===== src/disk_seq_pkg.sv =====
// shared constants and carrier types for the disk sector transfer sequencer
package disk_seq_pkg;
    localparam int ADDR_W = 4;
    localparam int DATA_W = 16;
    localparam logic [3:0] REG_CTRL = 4'h0;
    localparam logic [3:0] REG_STATUS = 4'h1;
    localparam logic [3:0] REG_COUNT = 4'h2;
    localparam logic [3:0] REG_TRACK = 4'h3;
    localparam int CTRL_READ = 0;
    localparam int CTRL_WRITE = 1;
    localparam int CTRL_READ_FMT = 2;
    localparam int CTRL_WRITE_FMT = 3;
    localparam int CTRL_GCLEAR = 7;
    localparam logic [11:0] COUNT_RESET = 12'h000;
    localparam logic [2:0] BIT_THREE = 3'h3;
    localparam logic [2:0] BIT_SEVEN = 3'h7;
    localparam logic [8:0] BYTE_END_FMT = 9'h10D;
    localparam logic [8:0] BYTE_END_DATA = 9'h0FF;
    localparam logic [1:0] OVR_CLEAR = 2'h0;

    typedef struct packed {
        logic byteReady;
        logic byteWanted;
        logic [7:0] data;
    } channel_in_s;

    typedef struct packed {
        logic dataStart;
        logic sectorMatchIn;
        logic readCountPulse;
        logic writeCountPulse;
        logic readOutputRegLoad;
        logic outputRegLoad;
        logic gatedBitSeven;
        logic addrCompareFail;
        logic defectiveTrack;
        logic parityFail;
    } serial_in_s;

    typedef struct packed {
        logic cylOverflow;
        logic overrun;
        logic addrErr;
        logic trackErr;
        logic parityErr;
    } err_s;
endpackage


===== src/disk_sector_transfer_sequencer.sv =====
// sector transfer sequencer: format starts, multisector, head switch, counters, overrun
// Operation
// - read format starts on sector match, opens gate
// - read format byte end at byte 269
// - write launch is normal start or format match
// - write format byte end at byte 269
// - format mode masks address and track errors
// - channel end seen only by another request
// - parity phase flags and final read request
// - answered request sets more data on phase two
// - more data forces match, starts next sector
// - final byte flag blocks requests, last request
// - unanswered request lets write finish complete
// - answered request blocks completion, sets more data
// - index seen set by index, cleared after sector
// - head switches on index, sector, more data
// - head one already: cylinder overflow sets examine
// - examine inhibits all disk writing
// - one twelve bit counter, bit and byte
// - counter cleared by sector mark or data start, counts bit pulses
// - bit field decoded at three and seven
// - byte field decoded at 269 or 255
// - track address driven from holding register
// - overrun after a revolution without match
// - overrun stages cleared idle, count index mark rises
// - second overrun stage survives sector match
// - request shown to channel, acknowledge clears it
//
// The strobed register port and the address map were decided locally.
`timescale 1ns/1ps
module disk_sector_transfer_sequencer (
    // clock and reset
    input wire logic mclk,
    input wire logic rst_b,
    // register port
    input wire logic [disk_seq_pkg::ADDR_W-1:0] regAddr,
    input wire logic [disk_seq_pkg::DATA_W-1:0] regWdata,
    input wire logic regWrite,
    input wire logic regRead,
    output logic [disk_seq_pkg::DATA_W-1:0] regRdata,
    // drive pins
    input wire logic indexMarkPin,
    input wire logic sectorMarkPin,
    output logic [7:0] trackAddressOut,
    output logic headSelectFlag,
    output logic writeGate,
    output logic dataReadGate,
    // serialiser strobes
    input wire disk_seq_pkg::serial_in_s serialIn,
    output logic writeLaunch,
    output logic sectorByteEnd,
    output logic bit3Strobe,
    output logic bit7Strobe,
    output logic addrCompareDisable,
    output logic opCompletePulse,
    output logic examineFlag,
    output disk_seq_pkg::err_s errFlags,
    // selector channel
    input wire disk_seq_pkg::channel_in_s channelIn,
    output logic byteRequestFlag
);
    import disk_seq_pkg::*;

    typedef struct packed {
        logic [2:0] idxSync;
        logic [2:0] smSync;
        logic idxLvl;
        logic smLvl;
        logic [3:0] cmd;
        logic busy;
        logic [11:0] cnt;
        logic byteEnd;
        logic bit3;
        logic bit7;
        logic readGate;
        logic wrGate;
        logic launch;
        logic phase1;
        logic phase2;
        logic req;
        logic finalByte;
        logic wFinal;
        logic wSpare;
        logic wFinish;
        logic more;
        logic op_end_pulse;
        logic opDone;
        logic idxSeen;
        logic head;
        logic examine;
        logic [1:0] ovr;
        err_s err;
        logic [7:0] hold;
        logic [7:0] track;
        logic [DATA_W-1:0] rdata;
    } state_s;

    state_s state_reg;
    state_s state_next;

    logic gclear;
    logic fmt;
    logic smatch;
    logic ack;
    logic idxRise;
    logic smRise;
    logic smFall;
    logic [8:0] byteIdx;

    always_comb begin
        state_next = state_reg;
        gclear = regWrite && regAddr == REG_CTRL && regWdata[CTRL_GCLEAR];
        fmt = state_reg.cmd[CTRL_READ_FMT] | state_reg.cmd[CTRL_WRITE_FMT];
        smatch = serialIn.sectorMatchIn | state_reg.more;
        ack = state_reg.req & (channelIn.byteReady | channelIn.byteWanted);
        // channel acknowledge clears the request; a request set later in this cycle wins
        if (ack) begin
            state_next.req = 1'b0;
        end

        // drive pins: three stages, a change counts once stages two and three agree
        state_next.idxSync = {state_reg.idxSync[1:0], indexMarkPin};
        state_next.smSync = {state_reg.smSync[1:0], sectorMarkPin};
        if (state_reg.idxSync[1] == state_reg.idxSync[2]) begin
            state_next.idxLvl = state_reg.idxSync[2];
        end
        if (state_reg.smSync[1] == state_reg.smSync[2]) begin
            state_next.smLvl = state_reg.smSync[2];
        end
        idxRise = state_next.idxLvl & ~state_reg.idxLvl;
        smRise = state_next.smLvl & ~state_reg.smLvl;
        smFall = ~state_next.smLvl & state_reg.smLvl;

        // bit and byte counter
        if (smRise || serialIn.dataStart) begin
            state_next.cnt = COUNT_RESET;
        end else if (serialIn.readCountPulse || serialIn.writeCountPulse) begin
            state_next.cnt = state_reg.cnt + 12'h001;
        end
        state_next.bit3 = state_next.cnt[2:0] == BIT_THREE;
        state_next.bit7 = state_next.cnt[2:0] == BIT_SEVEN;
        byteIdx = state_next.cnt[11:3];
        state_next.byteEnd = fmt ? byteIdx == BYTE_END_FMT
                                 : byteIdx == BYTE_END_DATA;

        // channel byte into the holding register, track address from it
        if (channelIn.byteReady) begin
            state_next.hold = channelIn.data;
        end
        state_next.track = state_reg.hold;

        // read start: normal data start or sector match in read format
        state_next.op_end_pulse = 1'b0;
        state_next.opDone = 1'b0;
        state_next.launch = 1'b0;
        if (state_reg.busy && !state_reg.readGate) begin
            if ((smatch && state_reg.cmd[CTRL_READ_FMT])
                    || (serialIn.dataStart && state_reg.cmd[CTRL_READ])) begin
                state_next.readGate = 1'b1;
                state_next.more = 1'b0;
            end
        end

        // read parity check phases
        if (state_reg.readGate && serialIn.readOutputRegLoad) begin
            if (state_reg.phase2) begin
                state_next.op_end_pulse = 1'b1;
            end else if (state_reg.phase1) begin
                state_next.phase2 = 1'b1;
                state_next.req = 1'b1;
            end else if (state_reg.byteEnd) begin
                state_next.phase1 = 1'b1;
            end else begin
                state_next.req = 1'b1;
            end
        end
        if (state_reg.phase2 && !state_reg.op_end_pulse && !state_reg.req && state_reg.readGate
                && !state_reg.more && serialIn.readOutputRegLoad) begin
            state_next.more = 1'b1;
        end

        // write start and write byte sequence
        if (state_reg.busy && !state_reg.wrGate && !state_reg.examine
                && ((serialIn.dataStart && state_reg.cmd[CTRL_WRITE])
                || (state_reg.cmd[CTRL_WRITE_FMT] && smatch))) begin
            state_next.launch = 1'b1;
            state_next.wrGate = 1'b1;
            state_next.req = 1'b1;
            state_next.more = 1'b0;
        end
        // each load asks for a byte until wFinal sets; the load ending the final byte asks for the last one
        if (state_reg.wrGate && serialIn.outputRegLoad && !state_reg.wFinal) begin
            state_next.req = 1'b1;
        end
        if (state_reg.wrGate && serialIn.gatedBitSeven) begin
            state_next.finalByte = state_reg.finalByte | state_reg.byteEnd;
            state_next.wFinal = state_reg.finalByte;
            state_next.wSpare = state_reg.wFinal;
            state_next.wFinish = state_reg.wSpare;
            if (state_reg.wSpare && !state_reg.wFinish) begin
                state_next.op_end_pulse = 1'b1;
            end
        end
        if (state_next.wFinal && !state_reg.wFinal && !state_reg.req) begin
            state_next.more = 1'b1;
        end

        // operation end becomes completion only when the last request stayed open
        if (state_reg.op_end_pulse) begin
            state_next.readGate = 1'b0;
            state_next.phase1 = 1'b0;
            state_next.phase2 = 1'b0;
            if (state_reg.req) begin
                state_next.opDone = 1'b1;
                state_next.busy = 1'b0;
                state_next.more = 1'b0;
                state_next.cmd = 4'h0;
            end
        end
        if (smRise) begin
            state_next.finalByte = 1'b0;
            state_next.wFinal = 1'b0;
            state_next.wSpare = 1'b0;
            state_next.wFinish = 1'b0;
            state_next.wrGate = 1'b0;
        end
        if (state_reg.examine) begin
            state_next.wrGate = 1'b0;
        end

        // index seen, head switch, cylinder overflow
        if (idxRise) begin
            state_next.idxSeen = 1'b1;
        end else if (smFall) begin
            state_next.idxSeen = 1'b0;
        end
        if (smRise && state_reg.idxSeen && state_reg.more) begin
            if (!state_reg.head) begin
                state_next.head = 1'b1;
            end else begin
                state_next.err.cylOverflow = 1'b1;
                state_next.examine = 1'b1;
            end
        end

        // overrun stages
        if (!state_reg.busy) begin
            state_next.ovr = OVR_CLEAR;
        end else if (smatch) begin
            state_next.ovr[0] = 1'b0;
        end else if (idxRise) begin
            state_next.ovr = {state_reg.ovr[1] | state_reg.ovr[0], ~state_reg.ovr[0]};
        end
        if (state_reg.ovr[1]) begin
            state_next.err.overrun = 1'b1;
        end

        // address phase errors are never set in format mode
        state_next.err.addrErr |= serialIn.addrCompareFail & ~fmt;
        state_next.err.trackErr |= serialIn.defectiveTrack & ~fmt;
        state_next.err.parityErr |= serialIn.parityFail;

        // register port
        if (regWrite && regAddr == REG_CTRL && !gclear) begin
            state_next.cmd = regWdata[3:0];
            state_next.busy = |regWdata[3:0];
        end
        state_next.rdata = '0;
        if (regRead) begin
            unique case (regAddr)
                REG_CTRL: state_next.rdata = {11'h000, state_reg.busy, state_reg.cmd};
                REG_STATUS: state_next.rdata = {4'h0, state_reg.more, state_reg.req,
                    state_reg.idxSeen, state_reg.head, state_reg.examine, state_reg.ovr,
                    state_reg.err};
                REG_COUNT: state_next.rdata = {4'h0, state_reg.cnt};
                REG_TRACK: state_next.rdata = {8'h00, state_reg.hold};
                default: state_next.rdata = '0;
            endcase
        end

        // general clear resets the sequencer, keeping pin synchronisers
        if (gclear) begin
            state_next = '0;
            state_next.idxSync = state_reg.idxSync;
            state_next.smSync = state_reg.smSync;
            state_next.idxLvl = state_reg.idxLvl;
            state_next.smLvl = state_reg.smLvl;
        end
    end

    always_ff @(posedge mclk or negedge rst_b) begin
        if (!rst_b) begin
            state_reg <= '0;
        end else begin
            state_reg <= state_next;
        end
    end

    assign regRdata = state_reg.rdata;
    assign trackAddressOut = state_reg.track;
    assign headSelectFlag = state_reg.head;
    assign writeGate = state_reg.wrGate;
    assign dataReadGate = state_reg.readGate;
    assign writeLaunch = state_reg.launch;
    assign sectorByteEnd = state_reg.byteEnd;
    assign bit3Strobe = state_reg.bit3;
    assign bit7Strobe = state_reg.bit7;
    assign addrCompareDisable = state_reg.more;
    assign opCompletePulse = state_reg.opDone;
    assign examineFlag = state_reg.examine;
    assign errFlags = state_reg.err;
    assign byteRequestFlag = state_reg.req;
endmodule


===== config.mk =====
export PLATFORM = sky130hd
export DESIGN_NAME = disk_sector_transfer_sequencer
export DESIGN_NICKNAME = d
export VERILOG_FILES = /design/src/disk_seq_pkg.sv /design/src/disk_sector_transfer_sequencer.sv
export SDC_FILE = /design/constraint.sdc
export NUM_CORES = 1
export LEC_CHECK = 0
export ABC_AREA = 1
export BUFFER_PORTS_ARGS = -buffer_cell sky130_fd_sc_hd__buf_4
export CORE_ASPECT_RATIO = 1.1
export CORE_MARGIN = 4
export CORE_UTILIZATION = 50
export CTS_CLUSTER_DIAMETER = 50
export CTS_CLUSTER_SIZE = 40
export DETAILED_ROUTE_END_ITERATION = 12
export GPL_ROUTABILITY_DRIVEN = 1
export PLACE_DENSITY = 0.75
export SETUP_SLACK_MARGIN = 0.15
export SLEW_MARGIN = 20
export SYNTH_ARGS = -nofsm -noshare
export SYNTH_HDL_FRONTEND = slang
export SYNTH_SLANG_ARGS = --single-unit

===== constraint.sdc =====
create_clock -name mclk -period 4.15 [get_ports mclk]
set_input_delay 0.83 -clock mclk [delete_from_list [all_inputs] [get_ports mclk]]
set_output_delay 0.83 -clock mclk [all_outputs]
set_load 0.05 [all_outputs]

==> results.json, run 1 <==
{
  "status": "finished, final reports clean",
  "fin_skew_ns": 0.004295,
  "synth_cell_types": 35,
  "numCtsBuffers": 9,
  "maxSlewHeadroom_pct": 35.75,
  "tns_ns": 0,
  "cap_violations": 0,
  "finalHoldViolCount": 0,
  "critPathArrivalTime_ns": 2.56,
  "place_ws_ns": 1.509,
  "grt_overflow": 0,
  "cp_max_fo": 26,
  "synthToLayoutAreaGrowth_pct": 15.02,
  "synth_warnings": 0,
  "cts_tree": "done",
  "comb_power_share_pct": 25.6,
  "ios": 86,
  "hpwl_mm": 6.492,
  "synth-seq-cells": 78,
  "cp-endpoint": "state_reg[51]",
  "switchingPower_uw": 700.3,
  "gp_congestion": 0.9087,
  "yosysSeqAreaShare_pct": 51.05,
  "vdd_drop_max_mv": 0.3367,
  "clk_path_buf_depth": 2,
  "crit_start": "regAddr[3]",
  "wl_mm": 8.689,
  "initial_utilization_pct": 51.45,
  "numClockSinks": 78,
  "die_w_um": 91.38,
  "reg2reg_to": "sectorByteEnd",
  "antenna_found_initial": 0,
  "vias_per_cell": 5.361,
  "synth_area_um2": 3824,
  "cp-end-kind": "register",
  "post_cts_buffers": 0,
  "power_density_nw_per_um2": 441.7,
  "drt_iter0_drc": 229,
  "netSwitchingFraction_pct": 36.05,
  "tightest_slew_ns": 0.9638,
  "pwr-share-seq_pct": 47.0,
  "synth_compound_area_share_pct": 10.67,
  "n_antenna_cell": 0,
  "clk_latency_ns": 0.35,
  "nNetsFinal": 545,
  "layout_setup_ws_ns": 1.860,
  "internal-power_uw": 1242,
  "r2r-start": "state_reg[58]",
  "ctsHtreeMaxLevel": 3,
  "cts_root_buf": "clkbuf_8",
  "cts_resized": 0,
  "worstHoldPathType": "reg2reg",
  "cts_hold_buf": 0,
  "track_usage_pct": 19.84,
  "worst_r2r_path_depth": 10,
  "synthSimpleGateAreaFrac_pct": 23.85,
  "avgSynthCellArea_um2": 8.497,
  "ys.flop_type": "dfrtp_1",
  "core_um2": 7432,
  "wl_per_cell_um": 14.73,
  "synthCells": 450,
  "critPathRequiredTime_ns": 4.42,
  "synth_adder_area_share_pct": 0.3272,
  "worstSetupPathType": "in2reg",
  "synth_top_family_by_area": "simple AND/OR/NAND/NOR gates",
  "antenna_left": 0,
  "period_share_pct": 55.18,
  "fmax_mhz": 436.7,
  "dieArea_um2": 9112,
  "grt_first_pass_wirelength_mm": 14.27,
  "fin_crit_ns": 2.290,
  "startpoint_type": "input port",
  "drv_slew": 0,
  "finalSetupViolations": 0,
  "drc": 0,
  "drt_pass1_iterations": 6,
  "synthArstFlopShare_pct": 100.0,
  "largest_reg_flops": 43,
  "synth_edf_count": 0,
  "rows": 33,
  "port_buffers": 70,
  "grt_pass1_vias": 3088,
  "path_clk_slew_ns": 0.08,
  "p_leak_uw": 0.002215,
  "synth_xor_area_share_pct": 0.4581,
  "rsz0062_at_grt": "no",
  "grt_start_max_net_pins": 79,
  "synth_mux_area_share_pct": 0,
  "clockPowerShare_pct": 27.4,
  "num_vias": 3163,
  "drive_gt1_share_pct": 22.27,
  "die_h_um": 99.72,
  "r2r_slack_ns": 2.45
}
==> final cells by class <==
type | instances | area [um2]
Multi-Input combinational cell | 271 | 1365
Clock inverter | 5 | 33.78
Timing Repair Buffer | 71 | 533.0
Fill cell | 646 | 3034
Clock buffer | 11 | 151.4
Sequential cell | 78 | 1952
Tap cell | 87 | 108.9
Inverter | 67 | 254.0
==> power groups by stage <==
stage	Clock, uW	Combinational [uW]	Sequential [uW]
2_1_floorplan	0	270	1000
3_3_place_gp	0	488	925
3_5_place_dp	0	498	928
4_1_cts	539	501	914
5_1_grt	573	538	924
6_report	532	497	913
==> layer usage <==
layer | vias up | share of wire [%] | wire length (um) | track usage (%)
met2 | 140 | 47 | 4125 | 32.83
met3 | 24 | 6.4 | 554 | 3.177
met4 | 0 | 2.6 | 226 | 8.817
li1 | 1504 | - | - | -
met1 | 1495 | 44 | 3783 | 25.80
met5 | - | 0 | 0 | 0
==> synthesized netlist by cell type (2+ instances only) <==
master	number	share of area [%]
nand2_1	71	7.0
o31ai_1	2	0.39
a221oi_1	3	0.69
buf_4	32	6.3
buf_2	4	0.52
dfrtp_1	78	51
o21ai_1	5	0.65
a21oi_1	22	2.9
o22ai_1	8	1.3
nand3_1	23	3.0
o211ai_1	3	0.59
a211oi_1	4	0.79
nand2_4	4	1.2
inv_1	59	5.8
inv_2	7	0.69
nand4_1	8	1.3
nor2_4	4	1.2
xor2_1	2	0.46
nor3_1	8	1.0
nor3_2	3	0.79
nor2_1	63	6.2
o21ai_0	21	2.7
or2_0	2	0.33
nand3_2	3	0.79
==> placed cells by master, fill, tap and decap left out, drive strengths merged, types with 3 or more instances in the layout <==
cell type,count
a221oi,3
o211ai,3
conb,4
dfrtp,78
nand4,9
a21oi,22
a211oi,4
o21ai,26
nor3,11
nand2,76
clkinv,3
clkbuf,11
o22ai,8
buf,71
inv,67
nor2,68
nand3,26
==> per-stage QoR <==
| stage | instance area (um2) | instances | util [%] | total power (uW) | hold WS [ns] |
|---|---|---|---|---|---|
| 6_report | 4398 | 590 | 59.18 | 1942 | 0.5170 |
| 3_3_place_gp | 4213 | 574 | 56.68 | 1413 | 0.4937 |
| 4_1_cts | 4398 | 590 | 59.18 | 1954 | 0.5244 |
| 3_5_place_dp | 4213 | 574 | 56.68 | 1427 | 0.5057 |
| 5_1_grt | 4398 | 590 | 59.18 | 2036 | 0.5555 |
| 2_1_floorplan | 3835 | 453 | - | 1271 | 0.4684 |
==> worst min-delay path by stage <==
stage | cells after the start | slack [ns] | startpoint | endpoint
5_1_grt | 2 | 0.56 | state_reg[27] | trackAddressOut[3]
3_3_place_gp | 2 | 0.49 | state_reg[82] | state_reg[82]
6_report | 2 | 0.52 | state_reg[29] | trackAddressOut[5]
4_1_cts | 2 | 0.52 | state_reg[29] | trackAddressOut[5]
2_1_floorplan | 2 | 0.47 | state_reg[29] | trackAddressOut[5]
3_5_place_dp | 2 | 0.51 | state_reg[29] | trackAddressOut[5]
==> critical path, stage by stage <==
cell      delay, ns
buf_4          0.12
nor2_4         0.18
nand4_4        0.14
nor2_4         0.53
buf_4          0.33
nor2_1         0.06
inv_1          0.12
o211ai_1       0.09
a21oi_1        0.15
==> kinds of logic (layout without fill, tap and decap cells) <==
family | Yosys count | in the layout
AO/OA/AOI/OAI | 71 | 71
XOR/XNOR | 2 | 2
adder cells (fa/ha/maj) | 1 | 1
buffers and inverters | 104 | 154
flip-flops | 78 | 78
other | 1 | 4
AND/OR/NAND/NOR | 193 | 193
No activity file was read; power rests on OpenSTA's default activity.
==> inputs of run 2 (changes only) <==
==> constraint.sdc (replaced) <==
create_clock -name mclk -period 2.4 [get_ports mclk]
set_input_delay 0.48 -clock mclk [delete_from_list [all_inputs] [get_ports mclk]]
set_output_delay 0.48 -clock mclk [all_outputs]
set_load 0.05 [all_outputs]
==> run 2 against run 1 <==
Global-route usage rose by 1.1 points; first-iteration DRC count fell by 28%; largest power group unchanged; sequential share of layout area fell by 0.72 points; total power rose by 83%; non-clock buffer count rose by 3; critical endpoint is now sectorByteEnd; cell area rose by 1.7%.
==> results.json, run 2 (same netlist as run 1, synthesis figures left out) <==
{
  "crit_chain": "ha_1 > nand3_2 > o21bai_1 > nand2_1 > o21ai_0 > inv_1 > nand2_1 > nor2_1 > nor2_1 > nor2_2",
  "grt_overflow": 0,
  "nFillCells": 664,
  "cts_resized": 0,
  "antenna_found_initial": 0,
  "cap_violations": 0,
  "place_inst": 577,
  "drt_pass1_iterations": 5,
  "critPathRequiredTime_ns": 2.64,
  "layoutNonFillerInstCount": 592,
  "startpoint_type": "register",
  "worstSetupPathType": "reg2reg",
  "wl_per_cell_um": 15.04,
  "finalHoldViolCount": 0,
  "core_um2": 7432,
  "grt_first_pass_wirelength_mm": 15.12,
  "path_clk_slew_ns": 0.08,
  "numClockSinks": 78,
  "rows": 33,
  "clockPowerShare_pct": 31.0,
  "worstHoldPathType": "in2async",
  "port_buffers": 70,
  "synthToLayoutAreaGrowth_pct": 16.92,
  "p_leak_uw": 0.002252,
  "layout_common_cells": "78 x dfrtp_1, 73 x buf_4, 71 x nand2_1",
  "cts_root_buf": "clkbuf_8",
  "dieArea_um2": 9112,
  "die_h_um": 99.72,
  "clk_latency_ns": 0.35,
  "clk_path_buf_depth": 2,
  "grt_start_max_net_pins": 57,
  "wl_mm": 8.901,
  "final_common_cell": "dfrtp_1",
  "fin_skew_ns": 0.007443,
  "pwr-share-seq_pct": 44.5,
  "finalSetupViolations": 0,
  "cp_slowest_cell": "dfrtp_1",
  "nNetsFinal": 548,
  "critPathArrivalTime_ns": 1.99,
  "tns_ns": 0,
  "multiInputGateArea_um2": 1365,
  "drt_iter0_drc": 164,
  "numCtsBuffers": 9,
  "ios": 86,
  "hpwl_mm": 6.586,
  "largest_reg_flops": 43,
  "slowest_delay_ns": 0.45,
  "fin_crit_ns": 1.752,
  "die_w_um": 91.38,
  "cts_tree": "done",
  "cp-end-kind": "register",
  "rsz0062_at_grt": "no",
  "antenna_left": 0,
  "n_antenna_cell": 0,
  "period_share_pct": 72.99,
  "switchingPower_uw": 1199,
  "vdd_drop_max_mv": 0.6122,
  "vias_per_cell": 5.292,
  "post_cts_buffers": 0,
  "r2r-start": "state_reg[58]",
  "power_density_nw_per_um2": 796.1,
  "drc": 0,
  "comb_power_share_pct": 24.5,
  "cts_hold_buf": 0,
  "r2r_slack_ns": 0.65,
  "num_vias": 3133,
  "status": "finished, final reports clean",
  "hold_ws_ns": 0.02352,
  "gp_congestion": 0.9075,
  "grt_pass1_vias": 3197,
  "reg2reg_to": "sectorByteEnd",
  "regArea_um2": 1952,
  "ctsHtreeMaxLevel": 3,
  "initial_utilization_pct": 51.45,
  "track_usage_pct": 20.98,
  "internal-power_uw": 2360,
  "worst_r2r_path_depth": 10,
  "drive_gt1_share_pct": 22.38,
  "drv_slew": 0,
  "fmax_mhz": 570.9,
  "cp_max_fo": 4,
  "netSwitchingFraction_pct": 33.69
}
==> run 2: cell types whose count changed in the layout (fill, tap and decap cells not counted), sizes merged <==
cell	before	now
buf	71	74
clkinv	3	0
bufinv	0	2
clkbuf	11	12
clkinvlp	2	1
==> run 2: how the worst max path moves through the flow <==
stage	end	slack, ns	cells past startpoint	startpoint
final	sectorByteEnd	0.65	10	state_reg[58]
after global routing	sectorByteEnd	0.50	10	state_reg[58]
after CTS	sectorByteEnd	0.66	10	state_reg[58]
after detailed placement	state_reg[26]	0.51	7	regAddr[3]
after global placement	state_reg[29]	0.57	7	regAddr[3]
after floorplan	sectorByteEnd	0.94	10	state_reg[58]
==> run 2: layout make-up <==
cell class                 instances  area share (%)
clock buffer                      12           3.470
timing repair buffer              74           12.71
sequential                        78           43.66
tap                               87           2.435
clock inverter                     3           1.511
multi-input combinational        271           30.53
inverter                          67           5.682
==> run 2: power by group through the flow <==
| stage | logic, uW | registers, uW | clock network, uW |
|---|---|---|---|
| 6_report | 871 | 1590 | 1100 |
| 5_1_grt | 948 | 1610 | 1180 |
| 4_1_cts | 875 | 1580 | 1120 |
| 3_5_place_dp | 867 | 1610 | 0 |
| 3_3_place_gp | 848 | 1600 | 0 |
| 2_1_floorplan | 467 | 1730 | 0 |
==> run 2: stage by stage <==
step	setup WS [ns]	power (uW)	util [%]	cell area, um2
floorplan	0.9447	2197	-	3835
global placement	0.5723	2447	57.15	4248
detailed placement	0.5135	2472	57.15	4248
CTS	0.6569	3574	60.15	4471
global route	0.4953	3731	60.15	4471
finish	0.6483	3559	60.15	4471
==> run 2: critical path, delay by kind of cell (launching register included) <==
kind / cells / cell delay [ns]
DFF: 1 / 0.45
buffers and inverters: 1 / 0.09
and+or+nand+nor: 6 / 0.53
AOI/OAI and AO/OA: 2 / 0.34
adders and majority gates: 1 / 0.24
==> run 2: per-layer routing <==
layer | global-route usage, % | wire [um] | up-vias
met3 | 4.085 | 561 | 18
met4 | 9.397 | 216 | 0
met1 | 27.36 | 3838 | 1475
li1 | - | - | 1512
met5 | 0 | 0 | -
met2 | 34.01 | 4284 | 128
==> inputs of run 3 (changes only) <==
--- a/config.mk
+++ b/config.mk
@@ -9,12 +9,12 @@
 export BUFFER_PORTS_ARGS = -buffer_cell sky130_fd_sc_hd__buf_4
 export CORE_ASPECT_RATIO = 1.1
 export CORE_MARGIN = 4
-export CORE_UTILIZATION = 50
+export CORE_UTILIZATION = 49
 export CTS_CLUSTER_DIAMETER = 50
 export CTS_CLUSTER_SIZE = 40
 export DETAILED_ROUTE_END_ITERATION = 12
 export GPL_ROUTABILITY_DRIVEN = 1
-export PLACE_DENSITY = 0.75
+export PLACE_DENSITY = 0.76
 export SETUP_SLACK_MARGIN = 0.15
 export SLEW_MARGIN = 20
 export SYNTH_ARGS = -nofsm -noshare
==> constraint.sdc (replaced) <==
create_clock -name mclk -period 1.6 [get_ports mclk]
set_input_delay 0.32 -clock mclk [delete_from_list [all_inputs] [get_ports mclk]]
set_output_delay 0.32 -clock mclk [all_outputs]
set_load 0.05 [all_outputs]
==> run 3 against run 2 <==
Sequential share of layout area fell by 1.8 points; largest power group unchanged; first-iteration DRC count up 42%; core utilization up 1.9 points; largest cell class unchanged; sequential power rose by 48%; critical path depth increased by 2; total power rose by 53%; global-route usage fell by 0.45 points; combinational power up 58%; setup slack lost 0.59 ns.
==> results.json, run 3 (same netlist as run 1, synthesis figures left out) <==
{
  "cp-end-kind": "register",
  "clk_latency_ns": 0.36,
  "cts_tree": "done",
  "cp_max_fo": 3,
  "drive_gt1_share_pct": 26.44,
  "tns_ns": 0,
  "hp-start": "serialIn[9]",
  "rows": 33,
  "wl_per_cell_um": 14.65,
  "vias_per_cell": 5.131,
  "drt_iter0_drc": 233,
  "synthToLayoutAreaGrowth_pct": 21.99,
  "grt_overflow": 0,
  "final_common_cell": "buf_4",
  "initial_utilization_pct": 50.88,
  "numCtsBuffers": 9,
  "place_area_um2": 4378,
  "track_usage_pct": 20.52,
  "reg2reg_to": "sectorByteEnd",
  "cp_common_cell": "nand2_1",
  "grt_pass1_vias": 3123,
  "n_antenna_cell": 0,
  "vdd_drop_max_mv": 1.131,
  "finalPower_uw": 5429,
  "rsz0062_at_grt": "yes",
  "worstHoldPathType": "in2reg",
  "critPathArrivalTime_ns": 1.84,
  "layout_common_cells": "88 x buf_4, 78 x dfrtp_1, 70 x nand2_1",
  "numClockSinks": 78,
  "ios": 86,
  "p_leak_uw": 0.002340,
  "hpwl_mm": 7.111,
  "die_h_um": 100.7,
  "finalHoldViolCount": 0,
  "antenna_left": 0,
  "critPathRequiredTime_ns": 1.90,
  "nNetsFinal": 564,
  "largest_reg_flops": 43,
  "wl_mm": 9.184,
  "fmax_mhz": 649.2,
  "gp_congestion": 0.8886,
  "fin_crit_ns": 1.540,
  "drv_slew": 0,
  "cap_violations": 0,
  "r2r_slack_ns": 0.06,
  "ctsHtreeMaxLevel": 3,
  "cp_slowest_cell": "dfrtp_1",
  "grt_first_pass_wirelength_mm": 14.66,
  "grt_start_max_net_pins": 30,
  "slowest_delay_ns": 0.42,
  "drc": 0,
  "status": "finished, final reports clean",
  "worst_r2r_path_depth": 12,
  "core_um2": 7515,
  "r2r-start": "state_reg[58]",
  "port_buffers": 70,
  "drt_pass1_iterations": 4,
  "finalSetupViolations": 0,
  "worstSetupPathType": "reg2reg",
  "clk_path_buf_depth": 2,
  "fin_skew_ns": 0.009540,
  "crit_chain": "ha_4 > nand2_1 > nor2_1 > nand3_1 > nand2_1 > nor2_2 > nand3_1 > nor2_1 > nand2_1 > nand2_1 > nand2_1 > nor2_2",
  "cts_root_buf": "clkbuf_8",
  "power_density_nw_per_um2": 1164,
  "antenna_found_initial": 0,
  "period_share_pct": 96.27,
  "cp-endpoint": "sectorByteEnd",
  "dieArea_um2": 9282,
  "design_area_um2": 4664,
  "path_clk_slew_ns": 0.09,
  "die_w_um": 92.23,
  "crit_start": "state_reg[58]",
  "num_vias": 3217,
  "startpoint_type": "register"
}
-- run 3: area by class of cell --
class	instances	area (um2)
clock buffer	9	123.9
clock inverter	7	105.1
fill	659	2850
inverter	67	254.0
multi-input combinational	271	1408
sequential	78	1952
tap	105	131.4
timing repair buffer	90	690.7
-- run 3: how the worst min path moves through the flow --
stage | slack [ns] | to | cells after the start
6_report | 0.13 | state_reg[63] | 2
5_1_grt | 0.13 | state_reg[63] | 2
4_1_cts | 0.12 | state_reg[63] | 2
3_5_place_dp | 0.27 | sectorByteEnd | 1
3_3_place_gp | 0.27 | state_reg[68] | 1
2_1_floorplan | 0.02 | addrCompareDisable | 0
-- run 3: through the flow --
stage	setup slack, ns	util [%]	instances	hold WS [ns]
CTS	0.05283	61.67	627	0.1193
floorplan	0.1660	-	453	0.02441
detailed placement	0.01463	58.26	609	0.2711
finish	0.05971	62.07	627	0.1341
global route	-0.08700	62.07	627	0.1300
global placement	0.05900	58.26	609	0.2692
-- run 3: critical path, delay by kind of cell, from the launching register on --
kind	cells	cell delay [ns]
and+or+nand+nor	11	0.89
adders and majority gates	1	0.18
DFF	1	0.42
-- run 3: per-layer routing --
layer | vias to the layer above | global-route usage (%) | share of wire, %
met5 | - | 0 | 0
met1 | 1550 | 25.60 | 42
met2 | 117 | 35.11 | 50
met3 | 12 | 5.004 | 6.6
li1 | 1538 | - | -
met4 | 0 | 6.971 | 1.6
-- run 3: report_power, final --
| part | switching [uW] | internal, uW | leakage (uW) |
|---|---|---|---|
| Clock | 797 | 902 | 0.000112 |
| Combinational | 944 | 436 | 0.00122 |
| Sequential | 162 | 2190 | 0.00101 |
-- run 3: repair_timing --
action	CTS	global route
hold endpoints to repair	26	0
gates cloned	0	0
pin swaps	0	2
endpoints found under the setup margin	1	4
buffers inserted	1	0
hold buffers	1	0
resized for setup	1	8
